**src/verilog/uds_pkg.sv**
```systemverilog
// Constants and types for the USB device OUT and suspend controller
package uds_pkg;

    localparam int CLK_NS         = 20;
    localparam int MS_NS          = 1_000_000;
    localparam int US_NS          = 1_000;
    localparam int SUSPEND_MIN_MS = 5;
    localparam int CYC_PER_MS     = MS_NS / CLK_NS;
    localparam int SYNTH_LOCK_US  = 100;
    localparam int LOCK_CYC       = (SYNTH_LOCK_US * US_NS) / CLK_NS;
    // Registered FIFO output plus four sync stages: sample one cycle after q moves
    localparam int SYNC_SETTLE    = 5;
    localparam int FIFO_DEPTH     = 64;

    localparam logic [4:0] ADR_CTRL   = 5'h00;
    localparam logic [4:0] ADR_CMD    = 5'h04;
    localparam logic [4:0] ADR_STATUS = 5'h08;
    localparam logic [4:0] ADR_COUNT  = 5'h0C;
    localparam logic [4:0] ADR_DATA   = 5'h10;

    localparam int CTRL_EP_EN  = 0;
    localparam int CTRL_RWU    = 1;
    localparam int CTRL_EP_LSB = 4;
    localparam int CTRL_EP_W   = 4;
    localparam logic [7:0] CTRL_RESET = 8'h00;

    localparam int CMD_READ    = 0;
    localparam int CMD_SUSPEND = 1;
    localparam int CMD_RWAKE   = 2;

    localparam int ST_BUSY    = 0;
    localparam int ST_ASLEEP  = 1;
    localparam int ST_OUTFLG  = 2;
    localparam int ST_SUSPFLG = 3;
    localparam int ST_WAKEFLG = 4;
    localparam int ST_RESACT  = 5;
    localparam int ST_BYTERDY = 6;
    localparam int ST_STATE_LSB = 8;

    typedef enum logic [3:0] {
        S_IDLE     = 4'b0000,
        S_RD_WAIT  = 4'b0001,
        S_RD_BYTE  = 4'b0010,
        S_RD_SETTL = 4'b0011,
        S_RD_NEXT  = 4'b0100,
        S_RD_CLR   = 4'b0101,
        S_RD_DONE  = 4'b0110,
        S_SP_CLR   = 4'b0111,
        S_SP_GATE  = 4'b1000,
        S_SP_OSC   = 4'b1001,
        S_SP_PLL   = 4'b1010,
        S_WK_LOCK  = 4'b1011,
        S_WK_RUN   = 4'b1100,
        S_WK_CLRSP = 4'b1101,
        S_RW_SEND  = 4'b1110,
        S_RW_END   = 4'b1111
    } uds_state_t;

endpackage

```
**src/verilog/uds_host.sv**
```systemverilog
// Firmware-side sequencer driving the USB device OUT and suspend logic
//
// The Wishbone slave port and the placing of the registers were decided locally.
`timescale 1ns/1ps
module uds_host
    import uds_pkg::*;
#(
    parameter int CYC_MS     = uds_pkg::CYC_PER_MS,
    parameter int LOCK_CYCLES = uds_pkg::LOCK_CYC,
    parameter int EP_DEPTH   = uds_pkg::FIFO_DEPTH
) (
    input  wire logic        core_clk,
    input  wire logic        reset,
    input  wire logic        wb_cyc_i,
    input  wire logic        wb_stb_i,
    input  wire logic        wb_we_i,
    input  wire logic [4:0]  wb_adr_i,
    input  wire logic [3:0]  wb_sel_i,
    input  wire logic [31:0] wb_dat_i,
    output logic      [31:0] wb_dat_o,
    output logic             wb_ack_o,
    input  wire logic        out_packet_received_flag,
    input  wire logic [7:0]  endpoint_byte_count,
    input  wire logic [7:0]  fifo_data,
    input  wire logic        suspend_detect_flag,
    input  wire logic        bus_wakeup_flag,
    input  wire logic        upstream_resume_active,
    output logic             endpoint_enable,
    output logic      [3:0]  endpoint_select,
    output logic             fifo_read,
    output logic             out_flag_clear,
    output logic             suspend_flag_clear,
    output logic             wakeup_flag_clear,
    output logic             remote_wakeup_enable,
    output logic             send_remote_wakeup,
    output logic             controller_clock_gate,
    output logic             synth_enable,
    output logic             cpu_clock_from_osc
);
    import uds_pkg::*;

    localparam int LW = $clog2(LOCK_CYCLES + 1);

    generate
        if (EP_DEPTH < 1 || EP_DEPTH > 255 || LOCK_CYCLES < 1)
        begin : g_chk
            $error("uds_host parameters out of range");
        end
    endgenerate

    uds_state_t    state_q;
    logic [7:0]    ctrl_q;
    logic [7:0]    count_q;
    logic [7:0]    remain_q;
    logic [7:0]    data_q;
    logic          byte_ready_q;
    logic          asleep_q;
    logic          rw_q;
    logic [2:0]    settle_q;
    logic [LW-1:0] lock_q;
    logic [2:0]    susp_ms_q;
    logic          ms_tick;
    logic          ack_q;
    logic [7:0]    cnt_s;
    logic [7:0]    dat_s;
    logic [3:0]    flg_s;
    logic          outf_s;
    logic          suspf_s;
    logic          wakef_s;
    logic          resact_s;
    logic          wr_stb;
    logic          rd_stb;
    logic          cmd_read;
    logic          cmd_susp;
    logic          cmd_rwake;
    logic [31:0]   rd_mux;

    uds_sync #(.W(8)) u_sync_cnt (
        .core_clk (core_clk),
        .reset    (reset),
        .d        (endpoint_byte_count),
        .q        (cnt_s)
    );

    uds_sync #(.W(8)) u_sync_dat (
        .core_clk (core_clk),
        .reset    (reset),
        .d        (fifo_data),
        .q        (dat_s)
    );

    uds_sync #(.W(4)) u_sync_flg (
        .core_clk (core_clk),
        .reset    (reset),
        .d        ({upstream_resume_active, bus_wakeup_flag,
                    suspend_detect_flag, out_packet_received_flag}),
        .q        (flg_s)
    );

    assign outf_s   = flg_s[0];
    assign suspf_s  = flg_s[1];
    assign wakef_s  = flg_s[2];
    assign resact_s = flg_s[3];

    uds_tick #(.DIV(CYC_MS)) u_ms (
        .core_clk (core_clk),
        .reset    (reset),
        .run      (asleep_q),
        .tick     (ms_tick)
    );

    // Bus slave: ack one cycle after request, effects at the ack edge
    assign wb_ack_o  = ack_q;
    assign wr_stb    = wb_cyc_i && wb_stb_i && ack_q && wb_we_i;
    assign rd_stb    = wb_cyc_i && wb_stb_i && ack_q && !wb_we_i;
    assign cmd_read  = wr_stb && wb_sel_i[0] && wb_adr_i == ADR_CMD && wb_dat_i[CMD_READ];
    assign cmd_susp  = wr_stb && wb_sel_i[0] && wb_adr_i == ADR_CMD && wb_dat_i[CMD_SUSPEND];
    assign cmd_rwake = wr_stb && wb_sel_i[0] && wb_adr_i == ADR_CMD && wb_dat_i[CMD_RWAKE];

    assign endpoint_enable      = ctrl_q[CTRL_EP_EN];
    assign endpoint_select      = ctrl_q[CTRL_EP_LSB +: CTRL_EP_W];
    assign remote_wakeup_enable = ctrl_q[CTRL_RWU];

    always_comb
    begin
        rd_mux = 32'h0000_0000;
        case (wb_adr_i)
            ADR_CTRL:   rd_mux[7:0] = ctrl_q;
            ADR_STATUS:
            begin
                rd_mux[ST_BUSY]    = state_q != S_IDLE;
                rd_mux[ST_ASLEEP]  = asleep_q;
                rd_mux[ST_OUTFLG]  = outf_s;
                rd_mux[ST_SUSPFLG] = suspf_s;
                rd_mux[ST_WAKEFLG] = wakef_s;
                rd_mux[ST_RESACT]  = resact_s;
                rd_mux[ST_BYTERDY] = byte_ready_q;
                rd_mux[ST_STATE_LSB +: 4] = state_q;
            end
            ADR_COUNT:  rd_mux[7:0] = count_q;
            ADR_DATA:   rd_mux[7:0] = data_q;
            default:    rd_mux = 32'h0000_0000;
        endcase
    end

    always_ff @(posedge core_clk or posedge reset)
    begin
        if (reset)
        begin
            ack_q    <= 1'b0;
            wb_dat_o <= 32'h0000_0000;
        end
        else
        begin
            ack_q <= wb_cyc_i && wb_stb_i && !ack_q;
            if (wb_cyc_i && wb_stb_i && !ack_q)
                wb_dat_o <= rd_mux;
        end
    end

    always_ff @(posedge core_clk or posedge reset)
    begin
        if (reset)
            ctrl_q <= CTRL_RESET;
        else if (wr_stb && wb_sel_i[0] && wb_adr_i == ADR_CTRL)
            ctrl_q <= wb_dat_i[7:0];
    end

    // Set by the sequencer wins over a same-cycle data read
    always_ff @(posedge core_clk or posedge reset)
    begin
        if (reset)
            byte_ready_q <= 1'b0;
        else if (state_q == S_RD_SETTL && settle_q == 3'(SYNC_SETTLE))
            byte_ready_q <= 1'b1;
        else if (rd_stb && wb_adr_i == ADR_DATA)
            byte_ready_q <= 1'b0;
    end

    // Whole milliseconds spent asleep, saturating at the wake minimum
    always_ff @(posedge core_clk or posedge reset)
    begin
        if (reset)
            susp_ms_q <= 3'h0;
        else if (!asleep_q)
            susp_ms_q <= 3'h0;
        else if (ms_tick && susp_ms_q < 3'(SUSPEND_MIN_MS))
            susp_ms_q <= susp_ms_q + 3'h1;
    end

    always_ff @(posedge core_clk or posedge reset)
    begin
        if (reset)
        begin
            state_q               <= S_IDLE;
            count_q               <= 8'h00;
            remain_q              <= 8'h00;
            data_q                <= 8'h00;
            settle_q              <= 3'h0;
            lock_q                <= '0;
            rw_q                  <= 1'b0;
            asleep_q              <= 1'b0;
            fifo_read             <= 1'b0;
            out_flag_clear        <= 1'b0;
            suspend_flag_clear    <= 1'b0;
            wakeup_flag_clear     <= 1'b0;
            send_remote_wakeup    <= 1'b0;
            controller_clock_gate <= 1'b0;
            synth_enable          <= 1'b1;
            cpu_clock_from_osc    <= 1'b0;
        end
        else
        begin
            fifo_read          <= 1'b0;
            out_flag_clear     <= 1'b0;
            suspend_flag_clear <= 1'b0;
            wakeup_flag_clear  <= 1'b0;
            case (state_q)
                S_IDLE:
                begin
                    // Same path for bulk and interrupt endpoints
                    if (cmd_read && endpoint_enable && !asleep_q)
                        state_q <= S_RD_WAIT;
                    else if (cmd_susp && !asleep_q)
                        state_q <= S_SP_CLR;
                    else if (asleep_q && cmd_rwake && remote_wakeup_enable)
                    begin
                        rw_q    <= 1'b1;
                        state_q <= S_WK_LOCK;
                    end
                    else if (asleep_q && wakef_s)
                    begin
                        rw_q    <= 1'b0;
                        state_q <= S_WK_LOCK;
                    end
                end
                S_RD_WAIT:
                begin
                    if (outf_s)
                    begin
                        count_q <= cnt_s;
                        // Overflow bytes never reached the FIFO
                        remain_q <= (cnt_s > 8'(EP_DEPTH)) ? 8'(EP_DEPTH) : cnt_s;
                        state_q  <= (cnt_s == 8'h00) ? S_RD_CLR : S_RD_BYTE;
                    end
                end
                S_RD_BYTE:
                begin
                    fifo_read <= 1'b1;
                    settle_q  <= 3'h0;
                    state_q   <= S_RD_SETTL;
                end
                S_RD_SETTL:
                begin
                    // Data pins pass the synchroniser before they are trusted
                    if (settle_q == 3'(SYNC_SETTLE))
                    begin
                        data_q   <= dat_s;
                        remain_q <= remain_q - 8'h01;
                        state_q  <= S_RD_NEXT;
                    end
                    else
                        settle_q <= settle_q + 3'h1;
                end
                S_RD_NEXT:
                begin
                    if (!byte_ready_q)
                        state_q <= (remain_q == 8'h00) ? S_RD_CLR : S_RD_BYTE;
                end
                S_RD_CLR:
                begin
                    out_flag_clear <= 1'b1;
                    state_q        <= S_RD_DONE;
                end
                S_RD_DONE:
                begin
                    if (!outf_s)
                        state_q <= S_IDLE;
                end
                S_SP_CLR:
                begin
                    suspend_flag_clear <= 1'b1;
                    asleep_q           <= 1'b1;
                    state_q            <= S_SP_GATE;
                end
                S_SP_GATE:
                begin
                    controller_clock_gate <= 1'b1;
                    state_q               <= S_SP_OSC;
                end
                S_SP_OSC:
                begin
                    cpu_clock_from_osc <= 1'b1;
                    state_q            <= S_SP_PLL;
                end
                S_SP_PLL:
                begin
                    synth_enable <= 1'b0;
                    state_q      <= S_IDLE;
                end
                S_WK_LOCK:
                begin
                    synth_enable <= 1'b1;
                    if (lock_q == LW'(LOCK_CYCLES))
                    begin
                        lock_q  <= '0;
                        state_q <= S_WK_RUN;
                    end
                    else
                        lock_q <= lock_q + 1'b1;
                end
                S_WK_RUN:
                begin
                    controller_clock_gate <= 1'b0;
                    cpu_clock_from_osc    <= 1'b0;
                    wakeup_flag_clear     <= !rw_q;
                    state_q               <= S_WK_CLRSP;
                end
                S_WK_CLRSP:
                begin
                    // Remote wake waits out the minimum suspend time
                    if (!rw_q || susp_ms_q >= 3'(SUSPEND_MIN_MS))
                    begin
                        suspend_flag_clear <= 1'b1;
                        asleep_q           <= 1'b0;
                        state_q            <= rw_q ? S_RW_SEND : S_IDLE;
                    end
                end
                S_RW_SEND:
                begin
                    send_remote_wakeup <= 1'b1;
                    if (resact_s)
                        state_q <= S_RW_END;
                end
                S_RW_END:
                begin
                    if (!resact_s)
                    begin
                        send_remote_wakeup <= 1'b0;
                        rw_q               <= 1'b0;
                        state_q            <= S_IDLE;
                    end
                end
                default:
                    state_q <= S_IDLE;
            endcase
        end
    end
endmodule

```
**src/verilog/uds_sync.sv**
```systemverilog
// Three-stage pin synchroniser with agreement filter
`timescale 1ns/1ps
module uds_sync #(
    parameter int W = 1
) (
    input  wire logic         core_clk,
    input  wire logic         reset,
    input  wire logic [W-1:0] d,
    output logic      [W-1:0] q
);
    logic [W-1:0] s1_q;
    logic [W-1:0] s2_q;
    logic [W-1:0] s3_q;

    generate
        if (W < 1)
        begin : g_chk
            $error("uds_sync width must be at least 1");
        end
    endgenerate

    always_ff @(posedge core_clk or posedge reset)
    begin
        if (reset)
        begin
            s1_q <= '0;
            s2_q <= '0;
            s3_q <= '0;
            q    <= '0;
        end
        else
        begin
            s1_q <= d;
            s2_q <= s1_q;
            s3_q <= s2_q;
            // Only a value seen twice in a row is passed on
            if (s2_q == s3_q)
                q <= s3_q;
        end
    end
endmodule

```
**src/verilog/uds_tick.sv**
```systemverilog
// Enable-pulse divider: one pulse every DIV cycles while running
`timescale 1ns/1ps
module uds_tick #(
    parameter int DIV = 50000
) (
    input  wire logic core_clk,
    input  wire logic reset,
    input  wire logic run,
    output logic      tick
);
    localparam int CW = $clog2(DIV);

    logic [CW-1:0] cnt_q;

    generate
        if (DIV < 2)
        begin : g_chk
            $error("uds_tick divide ratio must be at least 2");
        end
    endgenerate

    always_ff @(posedge core_clk or posedge reset)
    begin
        if (reset)
        begin
            cnt_q <= '0;
            tick  <= 1'b0;
        end
        else if (!run)
        begin
            cnt_q <= '0;
            tick  <= 1'b0;
        end
        else if (cnt_q == CW'(DIV - 1))
        begin
            cnt_q <= '0;
            tick  <= 1'b1;
        end
        else
        begin
            cnt_q <= cnt_q + 1'b1;
            tick  <= 1'b0;
        end
    end
endmodule

```
**config.mk**
```make
export PLATFORM = sky130hd
export DESIGN_NAME = uds_host
export DESIGN_NICKNAME = d
export VERILOG_FILES = /design/src/verilog/uds_pkg.sv /design/src/verilog/uds_host.sv /design/src/verilog/uds_sync.sv /design/src/verilog/uds_tick.sv
export SDC_FILE = /design/constraint.sdc
export NUM_CORES = 1
export LEC_CHECK = 0
export ABC_AREA = 1
export CAP_MARGIN = 20
export CORE_MARGIN = 2
export CORE_UTILIZATION = 66
export CTS_BUF_LIST = sky130_fd_sc_hd__clkbuf_4
export DETAILED_ROUTE_END_ITERATION = 16
export DONT_BUFFER_PORTS = 1
export GPL_TIMING_DRIVEN = 0
export PLACE_DENSITY_LB_ADDON = 0.08
export SYNTH_ARGS = -nofsm -noshare
export SYNTH_HDL_FRONTEND = slang
export SYNTH_SLANG_ARGS = --single-unit
```
**constraint.sdc**
```tcl
create_clock -name core_clk -period 7.15 [get_ports core_clk]
set_input_delay 0.715 -clock core_clk [delete_from_list [all_inputs] [get_ports core_clk]]
set_output_delay 0.715 -clock core_clk [all_outputs]
set_load 0.1 [all_outputs]
```
==> key figures, run 1 <==
Cells and area
  – Largest register FFs: 16
  – Top reg by flops: u_ms.cnt_q
  – Area used by multi-input combinational logic: roughly 2700 sq um
  – Filler cells: between 800 and 900
  – Area Overhead vs Synth: 7.591%
  – Storage cell area: roughly 4400 sq um
  – Final non-filler cell total: between 1000 and 1500
  – Fraction of layout cells with a size suffix above 1: 0.1054
  – Largest registers: u_ms.cnt_q: 16 flops, lock_q: 13 flops, wb_dat_o: 12 flops
  – Layout Nets: ~940

Placement
  – Port bufs: 0
  – Placer Congestion: 0.8598
  – DP Cell Count: just under 1000
  – Detailed placement HPWL: ~11000 um

Setup path
  – Critical Path Max Stage Delay: 0.97 ns
  – CP Class: reg2reg
  – Slowest CP cell: dfrtp_1
  – Crit path DAT: between 2 and 3 ns
  – CP required: 7.61 ns
  – Crit. End Element: flip-flop
  – Setup crit start: wb_ack_o$_DFF_PP0_
  – Startpoint types: flip-flop
  – CP Max Fanout: 5
  – R2R Path Start: wb_ack_o$_DFF_PP0_
  – Most used cell, CP: nand2_1
  – Critical Path, Cell by Cell: nand3_1 -> nor2_1 -> inv_1 -> nor2_1 -> a21boi_0 -> nand2_1 -> nand2_2 -> nand2_1 -> nand2_1

Timing
  – Final Hold Viols: 0
  – Period Utilization, post-route: 0.3338
  – Relative slew slack: 0.3187
  – # setup viols final: 0
  – Period minus WS final: 2.386 ns
  – Worst Skew: 0.02445 ns
  – Setup TNS: 0 ns
  – Worst-margin pin slew: about 1.0 ns
  – Fmax: between 400 and 500 MHz
  – Pins Over Slew Limit: 0
  – Unrepaired setup endpoints after global routing: no

Die
  – Die area: between 10000 and 15000 sq um
  – Rows: 39
  – Die Span X: 111.4 um
  – IO Count: between 100 and 150
  – Core area: 11320 sq um
  – Starting Density: 0.6726
  – Die Y: 111.4 um

Pwr
  – Internal Power: ~1.5 mW
  – Sequential share of power: 0.534
  – Clock power share: 0.220
  – PwrDens: about 300 nW/um^2
  – Peak VDD IR: between 200 and 300 uV
  – P_sw: between 1 and 1.5 mW
  – Comb pwr share: 0.246
  – Leak: approximately 4 nW
  – Sw Share: 0.4049

Clocking
  – Deepest clock path buffer count: 2
  – Reg clk slew, reported paths: between 0.15 and 0.2 ns
  – CTS Sinks: ~180
  – Post-CTS Setup Inserts: 0
  – CTS buffer count: 17
  – Cts repair resizes: 0
  – H-tree depth: 4
  – CTS tree: built
  – Clk_lat worst skew: about 0.57 ns
  – Root buf cell: clkbuf_4

Yosys
  – Post-Syn Area per Cell: 9.186 sq um
  – Ys flop type: dfrtp_1
  – FFs w/ async S/R, synth: 1.000
  – Unique cell type count in the Yosys netlist: 41
  – Synth Register Bits: between 150 and 200
  – Largest cells by area after synthesis: dfrtp_1 58%, nand2_1 9.7%, nor2_1 4.3%
  – Post-synth EDFFs: 0
  – Synth warn: 0
  – Post-synth top area cell: dfrtp_1
  – Top cells by count, synth: 196 x nand2_1, 175 x dfrtp_1, 88 x nor2_1
  – Mapped Area: approximately 7600 sq um
  – Mapped Cells: 829
  – Sequential share of the synthesized area: 0.5785
  – Count leader, synth: nand2_1
  – Post-synth top area share: 0.5751

GRT
  – First-pass GRT wire length: between 20000 and 30000 um
  – Pin count of the biggest net entering global routing: approximately 130
  – Number of global-route vias before repair: ~5500
  – Initial antenna violation count: 1
  – Tot GR Track Use: 0.2573
  – Gr ovfl total: 0

Route
  – Antenna Nets Post-Route: 0
  – Drt wl/cell: 14.53 um
  – Routed WL: about 15000 um
  – Post-DR vias/cell: around 5.4
  – DR DRC count: 0
  – Detailed Route Iter0 Violations: ~420
  – Vias post-DR: between 5000 and 6000
  – 1st-pass router iterations: 5

Min path
  – Min-Delay Path Class: in2reg
  – Hold_sp: upstream_resume_active

Outcome
  – Outcome: finished, final reports clean

Run
  – MaxCap Viol Count: 0
[per-layer routing]
metal	track usage	vias to the layer above	wire, um
met4	0.09547	0	362
li1	-	2703	-
met3	0.06042	26	811
met2	0.4305	158	7401
met5	0	-	0
met1	0.3327	2605	6329
[final timing paths]
check | depth (start not counted) | to | slack, ns
min in group asynchronous | 2 | u_sync_dat.s1_q[4]$_DFF_PP0_ | 0.64
min reg2reg | 0 | u_sync_dat.s2_q[1]$_DFF_PP0_ | 0.37
max | 9 | state_q[2]$_DFFE_PP0P_ | 4.76
min | 0 | u_sync_flg.s1_q[3]$_DFF_PP0_ | 0.15
max in group asynchronous | 3 | lock_q[2]$_DFFE_PP0P_ | 5.60
max reg2reg | 9 | state_q[2]$_DFFE_PP0P_ | 4.76
[logic make-up after synthesis]
| group | after synthesis | synth area share |
|---|---|---|
| XOR/XNOR | 31 | 0.03566 |
| multiplexers | 8 | 0.01183 |
| AO/OA/AOI/OAI | 108 | 0.07542 |
| AND/OR/NAND/NOR | 378 | 0.2131 |
| flip-flops | 176 | 0.5785 |
| other | 1 | 0.0004925 |
| buffers and inverters | 119 | 0.07180 |
| adder cells (fa/ha/maj) | 8 | 0.01315 |
[power by group through the flow]
stage | clock network (mW) | logic (mW) | registers [mW]
6_report | 0.554 | 0.620 | 1.35
5_1_grt | 0.604 | 0.703 | 1.36
4_1_cts | 0.563 | 0.618 | 1.35
3_5_place_dp | 0 | 0.615 | 1.37
3_3_place_gp | 0 | 0.592 | 1.36
2_1_floorplan | 0 | 0.489 | 1.34
[stage by stage]
stage / hold WS [ns] / setup slack [ns] / power, mW / utilization / area (sq um)
after floorplan: 0.3312 / 1.663 / 1.830 / - / 7686
after global placement: 0.3324 / 0.2531 / 1.954 / 0.6947 / 7865
after detailed placement: 0.3347 / 4.815 / 1.982 / 0.6978 / 7900
after CTS: 0.1204 / 4.785 / 2.529 / 0.7235 / 8190
after global routing: 0.1035 / 4.534 / 2.670 / 0.7237 / 8193
final: 0.1485 / 4.764 / 2.522 / 0.7237 / 8193
[cell type report]
class                   instances  share of cell area
inverters                      84             0.03940
repair buffers                  2            0.004582
well taps                     143             0.02184
plain buffers                  35             0.02825
multi-input cells             553              0.3337
clock buffers                  18             0.01649
clock inverters                14             0.01772
diodes                          1           0.0003054
flip-flops and latches        176              0.5377
[worst max-delay path, delay by kind of cell (launching register included)]
family | cells | cell delay [ns]
compound gates | 1 | 0.15
buf+inv | 1 | 0.08
flops | 1 | 0.97
simple gates | 7 | 1.08
[cells in the final DEF (no fill, tap or decap), types with 19 or more instances in the layout]
cell and n:
nor2_1 88, a21oi_1 36, o21ai_0 30, buf_4 25
conb_1 20, o21ai_1 26, nand3_1 46, nand2_1 196
inv_1 74, dfrtp_1 175, xnor2_1 19
[repair_timing]
action | in CTS | in global routing
hold buffers | 1 | 0
endpoints found under the hold margin | 50 | 0
setup endpoints to repair | 0 | 0
No activity file was read; power rests on OpenSTA's default activity.
==> run 2: changes to the inputs <==
ABC_AREA = 0   (was 1)
clock period = 2.27 ns   (was 7.15 ns; I/O delays follow)
==> key figures, run 2 <==
Cells and area
  – Final Instance Area: 8537 sq um (+4.2%)
  – Area used by multi-input combinational logic: 2893 sq um (+5.8%)
  – Util after Layout: 0.7541 (+0.03039)
  – Area Overhead vs Synth: 12.89%
  – Final non-filler cell total: 895 (-13%)
  – Storage cell area: 4410 sq um (+0.11%)
  – Largest register FFs: 16 (unchanged)
  – Fraction of layout cells with a size suffix above 1: 0.1596 (+0.05413)
  – Most frequent cells in the layout: 173 x dfrtp_1, 58 x nand2_1, 53 x nor2_1, 51 x o21ai_0, 43 x mux2_2
  – N_diodes: 0 (-1)
  – Layout Nets: 813 (-14%)
  – Largest registers: u_ms.cnt_q: 16 flops, lock_q: 13 flops, wb_dat_o: 12 flops
  – Filler cells: 745 (-13%)
  – Most common cell after layout, fill and taps aside: dfrtp_1
  – Top reg by flops: u_ms.cnt_q

Timing
  – # setup viols final: 0 (unchanged)
  – Relative slew slack: 0.3481 (+0.02940)
  – Worst-margin pin slew: 0.9779 ns (-0.04410 ns)
  – WHS: 0.05253 ns (-0.09599 ns)
  – Unrepaired setup endpoints after global routing: no
  – Period minus WS final: 2.159 ns (-0.2271 ns)
  – Fmax: 463.1 MHz (+11%)
  – Final Hold Viols: 0 (unchanged)
  – Period Utilization, post-route: 0.9512 (+0.6174)
  – Worst Skew: 0.01681 ns (-0.007647 ns)
  – Pins Over Slew Limit: 0 (unchanged)

Route
  – Detailed Route Iter0 Violations: 352 (-17%)
  – 1st-pass router iterations: 5 (unchanged)
  – Routed WL: 15770 um (+5.8%)
  – DR DRC count: 0 (unchanged)
  – Post-DR vias/cell: 5.904 (+10%)
  – Drt wl/cell: 17.62 um (+21%)
  – Vias post-DR: 5284 (-3.8%)
  – Antenna Nets Post-Route: 0 (unchanged)

Min path
  – Min-Delay Endpoint: wb_dat_o[0]$_DFFE_PP0P_
  – Min-Delay Path Class: in2reg
  – Cell count of the worst hold path: 3 (+3)
  – Hold_sp: wb_adr_i[2]

Yosys
  – Top cells by count, synth: 175 x dfrtp_1, 58 x nand2_1, 53 x nor2_1
  – Unique cell type count in the Yosys netlist: 59 (+44%)
  – Post-Syn Area per Cell: 11.37 sq um (+24%)
  – XOR/XNOR Fraction of Synth Area: 0.04633 (+0.01067)
  – Mapped Cells: 665 (-20%)
  – Ys flop type: dfrtp_1
  – Count leader, synth: dfrtp_1
  – Area fraction in and, or, nand and nor cells after synthesis: 0.1451 (-0.06801)
  – Synth warn: 0 (unchanged)
  – Synth Register Bits: 176 (unchanged)
  – Synth Area in Compound Gates: 0.08752 (+0.01211)
  – Largest family of logic cells by synthesized area: simple AND/OR/NAND/NOR gates
  – Mux contribution to synthesized area: 0.07892 (+0.06709)
  – Synth Area in Adders: 0.01324 (+0.00009134)
  – Post-synth top area cell: dfrtp_1
  – Mapped Area: 7562 sq um (-0.69%)
  – FFs w/ async S/R, synth: 1.000 (unchanged)
  – Largest cells by area after synthesis: dfrtp_1 58%, mux2_2 6.4%, o21ai_0 3.4%
  – Post-synth top area share: 0.5791 (+0.003996)
  – Post-synth EDFFs: 0 (unchanged)
  – Sequential share of the synthesized area: 0.5826 (+0.004020)

Setup path
  – Slowest CP cell: dfrtp_4
  – Crit path DAT: 2.64 ns (-0.21 ns)
  – Crit Reg-Reg Endpoint: state_q[1]$_DFFE_PP0P_
  – CP Max Fanout: 4 (-1)
  – Crit. End Element: flip-flop
  – Worst R2R Path Depth: 5 (-4)
  – Flop2flop setup slack: 0.11 ns (-4.65 ns)
  – Delay-heaviest family, CP: simple AND/OR/NAND/NOR gates
  – Critical Path, Cell by Cell: nand3_1 -> nor4b_2 -> nor3b_1 -> o21ai_0 -> o32a_1
  – CP Class: reg2reg
  – CP required: 2.75 ns (-4.86 ns)
  – Startpoint types: flip-flop
  – Critical Path Max Stage Delay: 0.65 ns (-0.32 ns)
  – Worst Path Buf+Inv: 0 (-1)
  – R2R Path Start: wb_ack_o$_DFF_PP0_

Clocking
  – Clk_lat worst skew: 0.58 ns (about the same)
  – Reg clk slew, reported paths: 0.14 ns (-0.02 ns)
  – Post-CTS Setup Inserts: 0 (unchanged)
  – CTS tree: built
  – H-tree depth: 4 (unchanged)
  – Root buf cell: clkbuf_4
  – CTS buffer count: 17 (unchanged)
  – CTS Sinks: 176 (unchanged)
  – Deepest clock path buffer count: 2 (unchanged)

Pwr
  – Power, Total: 8.076 mW (+220%)
  – PwrDens: 945.9 nW/um^2 (+210%)
  – Peak VDD IR: 895.1 uV (+220%)
  – Leak: 3.848 nW (-3.8%)

Die
  – Die area: 12330 sq um (-0.67%)
  – Die Span X: 111.0 um (-0.34%)
  – Die Y: 111.0 um (-0.34%)
  – Rows: 39 (unchanged)
  – Core area: 11320 sq um (unchanged)
  – Starting Density: 0.6680 (-0.004642)
  – IO Count: 113 (unchanged)

Outcome
  – Outcome: finished, final reports clean

Placement
  – DP Cell Count: 831 (-16%)
  – Placer Congestion: 0.9188 (+6.9%)
  – Port bufs: 0 (unchanged)
  – Detailed placement HPWL: 11200 um (+0.75%)
  – Dpl cell area: 7896 sq um (about the same)

GRT
  – Initial antenna violation count: 0 (-1)
  – Gr ovfl total: 0 (unchanged)
  – Pin count of the biggest net entering global routing: 46 (-64%)
  – Number of global-route vias before repair: 5278 (-4.0%)
  – First-pass GRT wire length: 26730 um (+5.0%)
  – Tot GR Track Use: 0.2761 (+0.01883)

Run
  – MaxCap Viol Count: 0 (unchanged)
==> run 2: changes by cell type after synthesis, moves of 11 or more <==
cell	delta
nand2_1	-138
inv_1	-57
mux2_2	+39
nor2_1	-35
nand3_1	-25
o21ai_1	-25
o21ai_0	+21
a21oi_1	-18
xor2_1	+11
==> run 2: report_power, final <==
part	leakage [nW]	internal, mW	switching (mW)	total, mW
registers	2.26	3.51	0.752	4.26
clock network	0.161	0.620	1.18	1.80
logic	1.42	0.782	1.23	2.01
total	3.85	4.91	3.16	8.08
==> run 2: area by class of cell <==
type / count / area share
clock buffer: 18 / 0.01583
buffer: 46 / 0.03224
timing repair buffer: 37 / 0.04807
clock inverter: 14 / 0.01905
sequential: 176 / 0.5166
inverter: 18 / 0.008354
multi-input combinational: 443 / 0.3389
tap: 143 / 0.02096
==> run 2: worst reg2reg max path, delay by kind of cell (launching register included) <==
kind | cells | cell delay [ns]
and+or+nand+nor | 3 | 0.98
DFF | 1 | 0.65
AOI/OAI and AO/OA | 2 | 0.44
==> run 2: worst max-delay path by stage <==
| stage | cells past startpoint | start | endpoint | slack (ns) |
|---|---|---|---|---|
| 2_1_floorplan | 1 | reset | asleep_q$_DFFE_PP0P_ | -0.21 |
| 3_3_place_gp | 1 | reset | u_sync_cnt.s2_q[0]$_DFF_PP0_ | -0.95 |
| 3_5_place_dp | 5 | wb_ack_o$_DFF_PP0_ | state_q[1]$_DFFE_PP0P_ | -0.51 |
| 4_1_cts | 5 | wb_ack_o$_DFF_PP0_ | state_q[1]$_DFFE_PP0P_ | 0.02 |
| 5_1_grt | 7 | state_q[2]$_DFFE_PP0P_ | lock_q[10]$_DFFE_PP0P_ | 0.04 |
| 6_report | 5 | wb_ack_o$_DFF_PP0_ | state_q[1]$_DFFE_PP0P_ | 0.11 |
==> run 2: timing repair <==
action	CTS	global route
setup endpoints to repair	12	10
hold buffers	33	0
endpoints found under the hold margin	206	0
gates resized for setup	2	3
==> run 2: layer usage <==
metal	track usage	part of all wire	vias up
met2	0.4458	0.49	181
met5	0	0	-
met3	0.08092	0.064	27
met1	0.3641	0.42	2632
li1	-	-	2444
met4	0.09383	0.019	0
==> run 2: metrics by stage <==
| step | setup WS, ns | setup TNS, ns |
|---|---|---|
| final | 0.1108 | 0 |
| after global routing | 0.04222 | 0 |
| after CTS | 0.01558 | 0 |
| after detailed placement | -0.5120 | -4.269 |
| after global placement | -0.9452 | -166.77 |
| after floorplan | -0.2088 | -36.77 |
==> run 2: kinds of logic (layout without fill, tap and decap cells) <==
group	Yosys count	in the layout
xor gates and xnor gates	40	40
DFF	176	176
other	1	20
adders and majority gates	8	8
AOI/OAI and AO/OA	108	108
muxes	53	53
and+or+nand+nor	214	214
buffers and inverters	65	133
